## src/hw/clu_pkg.sv

```systemverilog
package clu_pkg;

   // ==========================================
   // instruction fields
   // ==========================================
   localparam int OPC_HI = 31;
   localparam int OPC_LO = 26;
   localparam int BASE_HI = 25;
   localparam int BASE_LO = 21;
   localparam int TGT_HI = 20;
   localparam int TGT_LO = 16;
   localparam int OFS_HI = 15;

   localparam logic [5:0] OP_DBL_LEFT = 6'h1A;
   localparam logic [5:0] OP_DBL_RIGHT = 6'h1B;
   localparam logic [5:0] OP_HALF_S = 6'h21;
   localparam logic [5:0] OP_WORD_LEFT = 6'h22;
   localparam logic [5:0] OP_WORD = 6'h23;
   localparam logic [5:0] OP_HALF_U = 6'h25;
   localparam logic [5:0] OP_UPPER_IMM = 6'h0F;

   localparam logic [1:0] SIZE_HALF = 2'h1;
   localparam logic [1:0] SIZE_WORD = 2'h3;
   localparam logic [2:0] SIZE_DWORD = 3'h7;
   localparam logic [63:0] RESET_DATA = 64'h0;

   // ==========================================
   // types
   // ==========================================
   typedef enum logic [2:0] {
      CLU_K_NONE,
      CLU_K_DBL_RIGHT,
      CLU_K_DBL_LEFT,
      CLU_K_HALF_S,
      CLU_K_HALF_U,
      CLU_K_UPPER,
      CLU_K_WORD,
      CLU_K_WORD_LEFT
   } clu_kind_t;

   typedef enum logic [2:0] {
      CLU_X_NONE,
      CLU_X_ADDR,
      CLU_X_RSVD,
      CLU_X_TLB_REFILL,
      CLU_X_TLB_INVALID,
      CLU_X_BUS
   } clu_exc_t;

   typedef struct packed {
      logic valid;
      logic [31:0] instr;
      logic [63:0] base_val;
      logic [63:0] tgt_val;
   } clu_issue_t;

   typedef struct packed {
      logic valid;
      logic [63:0] vaddr;
      logic [2:0] lane;
      logic [2:0] size;
   } clu_mreq_t;

   typedef struct packed {
      logic valid;
      logic [63:0] data;
      logic tlb_refill;
      logic tlb_invalid;
      logic bus_err;
   } clu_mrsp_t;

   typedef struct packed {
      logic valid;
      logic [4:0] tgt;
      logic [63:0] data;
      clu_exc_t exc;
   } clu_wb_t;

endpackage

```

## src/hw/clu_decode.sv

```systemverilog
`timescale 1ns/1ps
module clu_decode (
   input wire logic [31:0] instr,
   input wire logic mode64,
   input wire logic kernel,
   output clu_pkg::clu_kind_t kind,
   output logic rsvd
);
   // ==========================================
   // opcode decode
   // ==========================================
   wire logic [5:0] opc = instr[clu_pkg::OPC_HI:clu_pkg::OPC_LO];
   wire logic is_dbl = (opc == clu_pkg::OP_DBL_LEFT) || (opc == clu_pkg::OP_DBL_RIGHT);

   always_comb begin
      unique case (opc)
         clu_pkg::OP_DBL_RIGHT: kind = clu_pkg::CLU_K_DBL_RIGHT;
         clu_pkg::OP_DBL_LEFT: kind = clu_pkg::CLU_K_DBL_LEFT;
         clu_pkg::OP_HALF_S: kind = clu_pkg::CLU_K_HALF_S;
         clu_pkg::OP_HALF_U: kind = clu_pkg::CLU_K_HALF_U;
         clu_pkg::OP_UPPER_IMM: kind = clu_pkg::CLU_K_UPPER;
         clu_pkg::OP_WORD: kind = clu_pkg::CLU_K_WORD;
         clu_pkg::OP_WORD_LEFT: kind = clu_pkg::CLU_K_WORD_LEFT;
         default: kind = clu_pkg::CLU_K_NONE;
      endcase
   end

   // doubleword partial loads legal only in 64-bit or kernel mode
   assign rsvd = is_dbl && !mode64 && !kernel;
endmodule

```

## src/hw/clu_top.sv

```systemverilog
`timescale 1ns/1ps
// Operation
// - doubleword-right, little-endian: offset 0 replaces all bytes, 7 only lowest.
// - doubleword-right in 32-bit user or supervisor mode raises reserved instruction.
// - address is sign-extended 16-bit offset plus base register.
// - signed halfword load sign-extends the halfword to register width.
// - unsigned halfword load zero-fills upper register bits.
// - halfword loads raise address error when address bit 0 set.
// - upper-immediate places immediate in bits 31..16, low half cleared.
// - in 64-bit mode upper-immediate, word and word-left sign-extend from bit 31.
// - aligned word load writes the addressed 32-bit word.
// - word load raises address error if address bits 1 or 0 nonzero.
// - word-left pairs with word-right; fills upper register part.
// - word-left reads only the containing word, one to four bytes.
// - word-left starting byte goes to top; low register bytes kept.
// - target written by preceding load forwarded to next partial load.
// - word-left never raises an alignment address error.
// - halfword and word loads report TLB and bus exceptions.
// - word-left decoded from opcode bits 31..26 with base, target, offset.
// - doubleword partial loads trap outside 64-bit or kernel mode.
module clu_top (
   input wire logic ref_clk,
   input wire logic rst_b,
   input clu_pkg::clu_issue_t issue,
   input wire logic mode64,
   input wire logic kernel,
   input wire logic memory_byte_order_flag,
   input wire logic processor_byte_order_flag,
   input wire logic byte_order_swap_flag,
   output logic issue_ready,
   output clu_pkg::clu_mreq_t mreq,
   input clu_pkg::clu_mrsp_t mrsp,
   output clu_pkg::clu_wb_t wb
);
   typedef enum logic [1:0] {CLU_IDLE, CLU_WAIT} clu_state_t;

   function automatic logic [63:0] clu_sx32(input logic [31:0] v, input logic m64);
      clu_sx32 = m64 ? {{32{v[31]}}, v} : {32'h0, v};
   endfunction

   // ==========================================
   // decode and address
   // ==========================================
   clu_pkg::clu_kind_t kind;
   logic rsvd;
   clu_decode u_dec (
      .instr(issue.instr),
      .mode64(mode64),
      .kernel(kernel),
      .kind(kind),
      .rsvd(rsvd)
   );

   clu_state_t state_r;
   clu_state_t state_nxt;
   clu_pkg::clu_kind_t kind_r;
   logic [4:0] tgt_r;
   logic [63:0] tgt_val_r;
   logic [2:0] lane_r;
   logic [2:0] vlo_r;
   logic m64_r;
   clu_pkg::clu_wb_t wb_r;
   clu_pkg::clu_wb_t wb_nxt;
   clu_pkg::clu_mreq_t mreq_r;
   clu_pkg::clu_mreq_t mreq_nxt;

   wire logic [4:0] tgt = issue.instr[clu_pkg::TGT_HI:clu_pkg::TGT_LO];
   wire logic [15:0] ofs = issue.instr[clu_pkg::OFS_HI:0];
   wire logic [63:0] vaddr = {{48{ofs[15]}}, ofs} + issue.base_val;
   wire logic [2:0] vlo = vaddr[2:0];
   // forward a just-written target so partial loads merge the new value
   wire logic fwd_hit = wb_r.valid && (wb_r.exc == clu_pkg::CLU_X_NONE) && (wb_r.tgt == tgt);
   wire logic [63:0] tgt_cur = fwd_hit ? wb_r.data : issue.tgt_val;
   wire logic be_cpu = processor_byte_order_flag ^ byte_order_swap_flag;
   wire logic half_mis = vlo[0];
   wire logic word_mis = |vlo[1:0];
   wire logic is_half = (kind == clu_pkg::CLU_K_HALF_S) || (kind == clu_pkg::CLU_K_HALF_U);
   wire logic is_word = kind == clu_pkg::CLU_K_WORD;
   wire logic is_dbl = (kind == clu_pkg::CLU_K_DBL_RIGHT) || (kind == clu_pkg::CLU_K_DBL_LEFT);
   wire logic align_err = (is_half && half_mis) || (is_word && word_mis);
   // lane of the data within the doubleword after endian adjust
   wire logic [2:0] lane_h = vlo ^ {be_cpu, be_cpu, 1'b0};
   wire logic [2:0] lane_w = vlo ^ {be_cpu, 2'h0};
   wire logic accept = issue.valid && (state_r == CLU_IDLE);
   wire logic needs_mem = (kind != clu_pkg::CLU_K_UPPER) && (kind != clu_pkg::CLU_K_NONE);

   assign issue_ready = state_r == CLU_IDLE;

   // ==========================================
   // merge of returned data
   // ==========================================
   wire logic [63:0] mdat = mrsp.data;
   wire logic [5:0] sh8 = {lane_r, 3'h0};
   wire logic [63:0] dright_mask = {64{1'b1}} >> sh8;
   wire logic [63:0] dright_keep = tgt_val_r & ~dright_mask;
   wire logic [63:0] dright_data = ((mdat >> sh8) & dright_mask) | dright_keep;
   wire logic [5:0] dleft_sh = {~lane_r, 3'h0};
   wire logic [63:0] dleft_mask = {64{1'b1}} << dleft_sh;
   wire logic [63:0] dleft_data = (mdat << dleft_sh) | (tgt_val_r & ~dleft_mask);
   wire logic [15:0] half = mdat[{lane_r[2:1], 4'h0} +: 16];
   wire logic [31:0] word = mdat[{lane_r[2], 5'h0} +: 32];
   // word-left: byte index within word, starting byte goes to bit 31
   wire logic [1:0] wbyte = vlo_r[1:0] ^ {2{be_cpu}};
   wire logic [31:0] mword = mdat[{vlo_r[2] ^ be_cpu, 5'h0} +: 32];
   wire logic [4:0] lsh = {~wbyte, 3'h0};
   wire logic [31:0] wleft_mask = 32'hFFFFFFFF << lsh;
   wire logic [31:0] wleft_keep = tgt_val_r[31:0] & ~wleft_mask;
   wire logic [31:0] wleft_word = (mword << lsh) | wleft_keep;

   always_comb begin
      unique case (kind_r)
         clu_pkg::CLU_K_DBL_RIGHT: wb_nxt.data = dright_data;
         clu_pkg::CLU_K_DBL_LEFT: wb_nxt.data = dleft_data;
         clu_pkg::CLU_K_HALF_S: wb_nxt.data = {{48{half[15]}}, half};
         clu_pkg::CLU_K_HALF_U: wb_nxt.data = {48'h0, half};
         clu_pkg::CLU_K_WORD_LEFT: wb_nxt.data = clu_sx32(wleft_word, m64_r);
         default: wb_nxt.data = clu_sx32(word, m64_r);
      endcase
      wb_nxt.valid = 1'b0;
      wb_nxt.tgt = tgt_r;
      wb_nxt.exc = clu_pkg::CLU_X_NONE;
      mreq_nxt = '0;
      state_nxt = state_r;
      if (state_r == CLU_WAIT && mrsp.valid) begin
         wb_nxt.valid = 1'b1;
         state_nxt = CLU_IDLE;
         if (mrsp.tlb_refill) begin
            wb_nxt.exc = clu_pkg::CLU_X_TLB_REFILL;
         end else if (mrsp.tlb_invalid) begin
            wb_nxt.exc = clu_pkg::CLU_X_TLB_INVALID;
         end else if (mrsp.bus_err) begin
            wb_nxt.exc = clu_pkg::CLU_X_BUS;
         end
      end else if (accept && kind != clu_pkg::CLU_K_NONE) begin
         wb_nxt.tgt = tgt;
         if (rsvd) begin
            wb_nxt.valid = 1'b1;
            wb_nxt.exc = clu_pkg::CLU_X_RSVD;
         end else if (align_err) begin
            wb_nxt.valid = 1'b1;
            wb_nxt.exc = clu_pkg::CLU_X_ADDR;
         end else if (!needs_mem) begin
            wb_nxt.valid = 1'b1;
            wb_nxt.data = clu_sx32({ofs, 16'h0}, mode64);
         end else begin
            state_nxt = CLU_WAIT;
            mreq_nxt.valid = 1'b1;
            mreq_nxt.vaddr = vaddr;
            mreq_nxt.lane = is_half ? lane_h : lane_w;
            mreq_nxt.size = is_half ? {1'b0, clu_pkg::SIZE_HALF} : {1'b0, clu_pkg::SIZE_WORD};
            if (is_dbl) begin
               mreq_nxt.lane = vlo ^ {3{be_cpu}};
               mreq_nxt.size = clu_pkg::SIZE_DWORD;
            end
         end
      end
   end

   // ==========================================
   // state
   // ==========================================
   always_ff @(posedge ref_clk) begin
      if (!rst_b) begin
         state_r <= CLU_IDLE;
         wb_r <= '0;
         mreq_r <= '0;
         kind_r <= clu_pkg::CLU_K_NONE;
         tgt_r <= 5'h0;
         tgt_val_r <= clu_pkg::RESET_DATA;
         lane_r <= 3'h0;
         vlo_r <= 3'h0;
         m64_r <= 1'b0;
      end else begin
         state_r <= state_nxt;
         wb_r <= wb_nxt;
         mreq_r <= mreq_nxt;
         if (accept) begin
            kind_r <= kind;
            tgt_r <= tgt;
            tgt_val_r <= tgt_cur;
            lane_r <= is_dbl ? vlo ^ {3{be_cpu}} : (is_half ? lane_h : lane_w);
            vlo_r <= vlo;
            m64_r <= mode64;
         end
      end
   end

   assign wb = wb_r;
   assign mreq = mreq_r;
endmodule

```

## config.mk

```make
export PLATFORM = sky130hd
export DESIGN_NAME = clu_top
export DESIGN_NICKNAME = d
export VERILOG_FILES = /design/src/hw/clu_pkg.sv /design/src/hw/clu_decode.sv /design/src/hw/clu_top.sv
export SDC_FILE = /design/constraint.sdc
export NUM_CORES = 1
export LEC_CHECK = 0
export BUFFER_PORTS_ARGS = -buffer_cell sky130_fd_sc_hd__buf_4
export CORE_ASPECT_RATIO = 2
export CORE_MARGIN = 2
export CORE_UTILIZATION = 30
export CTS_CLUSTER_DIAMETER = 150
export DETAILED_ROUTE_END_ITERATION = 6
export GPL_TIMING_DRIVEN = 0
export PLACE_DENSITY_LB_ADDON = 0.08
export SYNTH_ARGS = -nofsm -noshare
export SYNTH_HDL_FRONTEND = slang
export SYNTH_SLANG_ARGS = --single-unit
```

## constraint.sdc

```tcl
create_clock -name ref_clk -period 2.81 [get_ports ref_clk]
set_input_delay 0 -clock ref_clk [delete_from_list [all_inputs] [get_ports ref_clk]]
set_output_delay 0 -clock ref_clk [all_outputs]
set_load 0.02 [all_outputs]
```

==> flow_metrics.tcl, run 1 <==
set metrics [dict create \
    status "complete, but fails checks" \
    violations "hold timing, setup timing" \
    tightest_slew_ns 1.12 \
    finalCriticalPeriod_ns 2.90 \
    drive_gt1_frac 0.258 \
    tns_ns -0.145 \
    maxCapViolCount 0 \
    rows 124 \
    crit_type "register to register" \
    drc_errors 0 \
    path_max_fanout 10 \
    nNetsFinal 3043 \
    hold_viol_final 1 \
    synth_cells 2155 \
    syn_nets 2455 \
    clock_skew_ns 0.0179 \
    drt_iter0_drc 1635 \
    die_w_um 173 \
    p_leak_uw 0.0105 \
    path_buf_inv 2 \
    ys_types 70 \
    cts_buffers 24 \
    core_mm2 0.0569 \
    ys.warnings.count 0 \
    top_level_ports 381 \
    start_kind "register" \
    io_buffers 370 \
    p_per_area_mw_per_mm2 495 \
    start_util 0.302 \
    cts_max_level 1 \
    slowest_stage "o21ai_4" \
    fin_hold_ws_ns -0.0260 \
    area_growth_pct 44.4 \
    pre_cts_slack_ns -2.01 \
    grtUsageTotal 0.393 \
    fin_area_mm2 0.0248 \
    cp_slowest_stage_delay_ns 0.51 \
    cts_root_buf "clkbuf_16" \
    vdd_drop_max_mv 0.450 \
    grt_pass1_wl_um 162000 \
    clockBufferDepth 3 \
    die_area_mm2 0.0593 \
    rsz0062_at_grt "true" \
    timing.slew.headroom 0.251 \
    power_uw 12300 \
    crit_family "compound AO/OA/AOI/OAI gates" \
    endpoint_kind "register" \
    cp_cell_sequence "buf_6 > a211oi_1 > a21oi_2 > a21oi_1 > o21ai_4 > clkbuf_2 > a2111oi_1 > a211oi_1 > a21oi_1 > nor2b_1" \
    syn_area_mm2 0.0172 \
    clk_pin_slew_ns 0.07 \
    wl_per_cell_um 33.7 \
    holdCritPathClass "input pin to register" \
    grt_overflow_total 0 \
    antenna_found_initial 10 \
    async_flop_share 0 \
    final_antenna_net_count 0 \
    place_congestion 1.09 \
    vias_per_cell 5.80 \
    hpwlAfterDp_um 96000 \
    grt_max_degree 52 \
    maxSlewViolCount 0 \
    synth_seq_cells 224 \
    cts_tree "done" \
    cp_data_required_time_ns 3.32 \
    fmax_ghz 0.345 \
    grt_pass1_vias 20900 \
    syn_avg_cell_area_um2 7.98 \
    synth_edf_count 0 \
    drtPass1Iterations 6 \
    finalWirelength_um 119000 \
    synth_ff_type "dfxtp_1" \
    setup_violations 3 \
    arrival_ns 3.40 \
    fin_crit_sh 1.03 \
    worst_slack_ns -0.0867 \
    cts.sinks 224 \
    dpl-instance-area_mm2 0.0209 \
    ys_seq_area_frac 0.261 \
    clock_latency_ns 0.60 \
    via_count 20400 \
    dieHeight_um 342 \
]
==> cell type report <==
| cell class | count | area [um^2] |
|---|---|---|
| multi-input combinational | 1730 | 12800 |
| clock inverter | 9 | 115 |
| fill | 5838 | 32100 |
| sequential | 224 | 4490 |
| timing repair buffer | 569 | 4760 |
| buffer | 160 | 871 |
| inverter | 34 | 128 |
| antenna | 4 | 10.0 |
| tap | 756 | 946 |
| clock buffer | 34 | 708 |
==> timing repair <==
action / 4_1_cts / 5_1_grt
endpoints found under the hold margin: 155 / 0
pin swaps: 7 / 4
hold buffers: 170 / 0
endpoints found under the setup margin: 144 / 93
gates resized for setup: 245 / 102
setup buffers: 19 / 9
==> flip-flops by register name, indices dropped and copies added, names as in the netlist <==
register / count
vlo_r: 3
wb: 73
tgt_val_r: 64
kind_r: 3
lane_r: 3
state_r: 1
m64_r: 1
mreq: 71
tgt_r: 5
==> final timing paths <==
| check | start | depth (start not counted) | slack, ns | to |
|---|---|---|---|---|
| worst min register to register | tgt_r[3] | 2 | 0.47 | tgt_r[3] |
| worst max-delay path | lane_r[1] | 10 | -0.09 | wb[32] |
| worst max register to register | lane_r[1] | 10 | -0.09 | wb[32] |
| worst min-delay path | issue[92] | 4 | -0.03 | mreq[34] |
==> synthesized netlist by cell type (9+ instances only) <==
library cell / number / area (um^2)
a211oi_1: 84 / 631
a21boi_0: 13 / 97.6
a21o_1: 28 / 210
a21oi_1: 185 / 926
a221oi_1: 19 / 166
a22oi_1: 25 / 188
a31oi_1: 11 / 68.8
and2_1: 19 / 119
and3_1: 9 / 56.3
buf_1: 27 / 101
buf_2: 21 / 105
clkbuf_1: 115 / 432
dfxtp_1: 224 / 4480
ha_1: 63 / 788
inv_1: 33 / 124
mux2_2: 48 / 541
mux2i_1: 249 / 2490
nand2_1: 229 / 860
nand2b_1: 15 / 93.8
nand3_1: 28 / 140
nand4_1: 20 / 125
nor2_1: 192 / 721
nor2b_1: 35 / 219
nor3_1: 28 / 140
o211a_1: 66 / 661
o21ai_0: 152 / 761
o221ai_1: 17 / 149
o22ai_1: 25 / 156
o31ai_1: 9 / 67.6
xnor2_1: 42 / 368
xor2_1: 28 / 245
==> cells in the final DEF, fill, tap and decap left out, types with 66 or more instances in the layout <==
cell           netlist  final
a211oi_1            84     77
a21oi_1            185    166
buf_4                0    397
clkbuf_1           115     67
dfxtp_1            224    220
dlygate4sd3_1        0    170
mux2i_1            249    201
nand2_1            229    227
nor2_1             192    188
o211a_1             66     66
o21ai_0            152    137
==> kinds of logic after synthesis <==
family	share of synthesized area
AO/OA/AOI/OAI	0.268
XOR/XNOR	0.0376
adder cells (fa/ha/maj)	0.0470
buffers and inverters	0.0468
flip-flops	0.261
multiplexers	0.188
AND/OR/NAND/NOR	0.152
==> where the power goes <==
group	internal, uW	switching [uW]
Sequential	3370	195
Clock	1940	1520
Combinational	2020	3240
Total	7330	4960
==> per-layer routing <==
layer  wire, um  track usage  vias to the layer above
li1           -            -                     9129
met1      37200        0.358                     9694
met2      58500        0.704                     1131
met3       6760       0.0739                      448
met4      16100        0.415                        4
met5         24            0                        -
==> per-stage QoR <==
stage	instances	util
5_1_grt	3516	0.436
3_5_place_dp	3282	0.367
2_1_floorplan	2155	-
6_report	3520	0.436
3_3_place_gp	3281	0.367
4_1_cts	3508	0.428
==> worst reg2reg max path, stage by stage, from the launching register on <==
cell and delay [ns]:
dfxtp_4 0.45, buf_6 0.21, a211oi_1 0.16, a21oi_2 0.28, a21oi_1 0.17, o21ai_4 0.51, clkbuf_2 0.35, a2111oi_1 0.08
a211oi_1 0.33, a21oi_1 0.09, nor2b_1 0.20
Note: power is estimated with default switching activity, not from simulation.
==> inputs of run 2 (changes only) <==
Settings changed: ABC_AREA set to 1.
==> run 2 against run 1 <==
  * The flow still finishes with violations (hold timing, setup timing)
  * Register-to-register slack better by 0.05 ns
  * Area after synthesis is 8.8% higher
  * Hold slack gained 0.019 ns
  * Design area grew 3.3%
  * Sequential share of layout area is 0.61 points lower
  * Sequential power up 1%
  * Flip-flop and latch count unchanged
  * Critical path depth shrank 1
  * Maximum frequency up 1.8%
  * Synthesized cell count up 48%
==> flow_metrics.tcl, run 2 <==
set metrics [dict create \
    status "complete, but fails checks" \
    violations "hold timing, setup timing" \
    largest_register_ff_count 73 \
    p_leak_uw 0.0118 \
    grt_pass1_wl_um 196000 \
    grt_max_degree 53 \
    min_from "issue[133]" \
    ys_top_cells_by_area "dfxtp_1, nand2_1, o21ai_0" \
    clk_pin_slew_ns 0.07 \
    holdCritPathClass "input pin to register" \
    timing.slew.headroom 0.0891 \
    ys_seq_area_frac 0.240 \
    tightest_slew_ns 1.37 \
    synth_edf_count 0 \
    arrival_ns 3.29 \
    final_cell_mix "nand2_1, buf_4, inv_1, o21ai_0, nor2_1" \
    drt_iter0_drc 1767 \
    worstReg2RegEnd "wb[8]" \
    wl_per_cell_um 30.9 \
    drtPass1Iterations 6 \
    path_depth 9 \
    top_level_ports 381 \
    grt_overflow_total 0 \
    path_buf_inv 3 \
    drc_errors 0 \
    r2r_setup_slack_ns -0.03 \
    syn_avg_cell_area_um2 5.86 \
    clock_latency_ns 0.65 \
    nNetsFinal 4085 \
    cp_slowest_stage_delay_ns 0.45 \
    start_kind "register" \
    grt_pass1_vias 26700 \
    grtUsageTotal 0.431 \
    finalNonFillerCells 4591 \
    syn_nets 3492 \
    hold_viol_final 1 \
    cts.sinks 224 \
    worst_slack_ns -0.0348 \
    worstReg2RegStart "kind_r[1]" \
    io_buffers 373 \
    cp_data_required_time_ns 3.26 \
    cts_tree "done" \
    yosysMostFrequentCell "nand2_1" \
    antenna_found_initial 8 \
    die_area_mm2 0.0644 \
    area_growth_pct 37.2 \
    synth_common_cells "nand2_1, inv_1, o21ai_0, nor2_1, nand3_1" \
    vdd_drop_max_mv 0.459 \
    cts_buffers 24 \
    synth_ff_type "dfxtp_1" \
    hpwlAfterDp_um 117000 \
    dp_cells 4351 \
    cp_cell_sequence "inv_1 > nand3_2 > nand3_4 > inv_2 > clkbuf_1 > nor3_1 > nand2_1 > o22ai_4 > nor3_1" \
    pre_cts_slack_ns -1.13 \
    maxCapViolCount 0 \
    fin_crit_sh 1.01 \
    finalCriticalPeriod_ns 2.84 \
    vias_per_cell 5.59 \
    rsz0062_at_grt "true" \
    die_w_um 181 \
    maxSlewViolCount 0 \
    core_mm2 0.0618 \
    clock_skew_ns 0.0400 \
    via_count 25700 \
    min_to "mreq[11]" \
    ys_types 46 \
    fmax_ghz 0.352 \
    dieHeight_um 357 \
    rows 129 \
    reg2regPathDepth 9 \
    place_congestion 1.11 \
    crit_type "register to register" \
    cts_max_level 1 \
    ys.warnings.count 0 \
    synth_cells 3192 \
    async_flop_share 0 \
    power_uw 12700 \
    start_util 0.302 \
    drive_gt1_frac 0.157 \
    synth_top_area_share 0.240 \
    path_max_fanout 10 \
    crit_family "simple AND/OR/NAND/NOR gates" \
    fin_hold_ws_ns -0.00749 \
    slowest_stage "o22ai_4" \
    synth_seq_cells 224 \
    holdPathStages 4 \
    syn_area_mm2 0.0187 \
    final_antenna_net_count 0 \
    cts_root_buf "clkbuf_16" \
    final_common_cell "nand2_1" \
    endpoint_kind "register" \
    finalWirelength_um 142000 \
    p_per_area_mw_per_mm2 494 \
    clockBufferDepth 3 \
    setup_violations 4 \
    crit_top_cell "nor3_1" \
    synth_top_area_cell "dfxtp_1" \
]
## run 2: where the power goes
| group | switching, uW | internal [uW] | leakage, uW |
|---|---|---|---|
| sequential | 211 | 3390 | 0.00184 |
| clock | 1600 | 2070 | 0.000414 |
| combinational | 3760 | 1630 | 0.00959 |
## run 2: what timing repair did
item | 4_1_cts | 5_1_grt
endpoints found under the setup margin | 129 | 64
pin swaps | 1 | 4
endpoints found under the hold margin | 167 | 1
resized for setup | 65 | 88
buffers inserted | 2 | 8
hold buffers | 183 | 2
## run 2: through the flow
| stage | setup TNS [ns] | cell area, um^2 | hold slack (ns) | utilization |
|---|---|---|---|---|
| final | -0.0896 | 25600 | -0.00749 | 0.415 |
| after global routing | 0 | 25600 | 0.00546 | 0.415 |
| after CTS | -0.203 | 25400 | 0.00238 | 0.410 |
| after detailed placement | -30.60 | 22500 | 0.209 | 0.364 |
| after global placement | -33.19 | 22500 | 0.199 | 0.364 |
| after floorplan | 0 | 18700 | 0.103 | - |
## run 2: worst max-delay path by stage
stage | start | to
floorplan | issue[64] | mreq[64]
global placement | lane_r[0] | wb[8]
detailed placement | lane_r[0] | wb[5]
CTS | lane_r[1] | wb[5]
global route | lane_r[1] | wb[26]
finish | kind_r[1] | wb[8]
## run 2: kinds of logic after synthesis
group,Yosys count,share of synthesized area
mux,4,0.00214
fa+ha+maj,64,0.0432
buf+inv,543,0.114
flops,224,0.240
simple gates,1472,0.333
xor+xnor,27,0.0126
compound gates,858,0.255
## run 2: final cells by class
cell class / instances / area [um^2]
diodes: 4 / 10.0
plain buffers: 169 / 795
clock buffers: 30 / 674
clock inverters: 12 / 180
fillers: 6968 / 36200
inverters: 373 / 1420
multi-input cells: 2425 / 12300
flip-flops and latches: 224 / 4490
well taps: 786 / 983
repair buffers: 568 / 4750
## run 2: worst reg2reg max path, delay by kind of cell, from the launching register on
family	cells	cell delay (ns)
buffers and inverters	3	0.69
and+or+nand+nor	5	1.21
AOI/OAI and AO/OA	1	0.45
DFF	1	0.34
## run 2: per-layer routing
| metal | track usage | up-vias | part of all wire |
|---|---|---|---|
| li1 | - | 11900 | - |
| met1 | 0.361 | 11700 | 0.29 |
| met2 | 0.758 | 1384 | 0.48 |
| met3 | 0.104 | 681 | 0.068 |
| met4 | 0.535 | 8 | 0.16 |
| met5 | 0.00370 | - | 0.00036 |
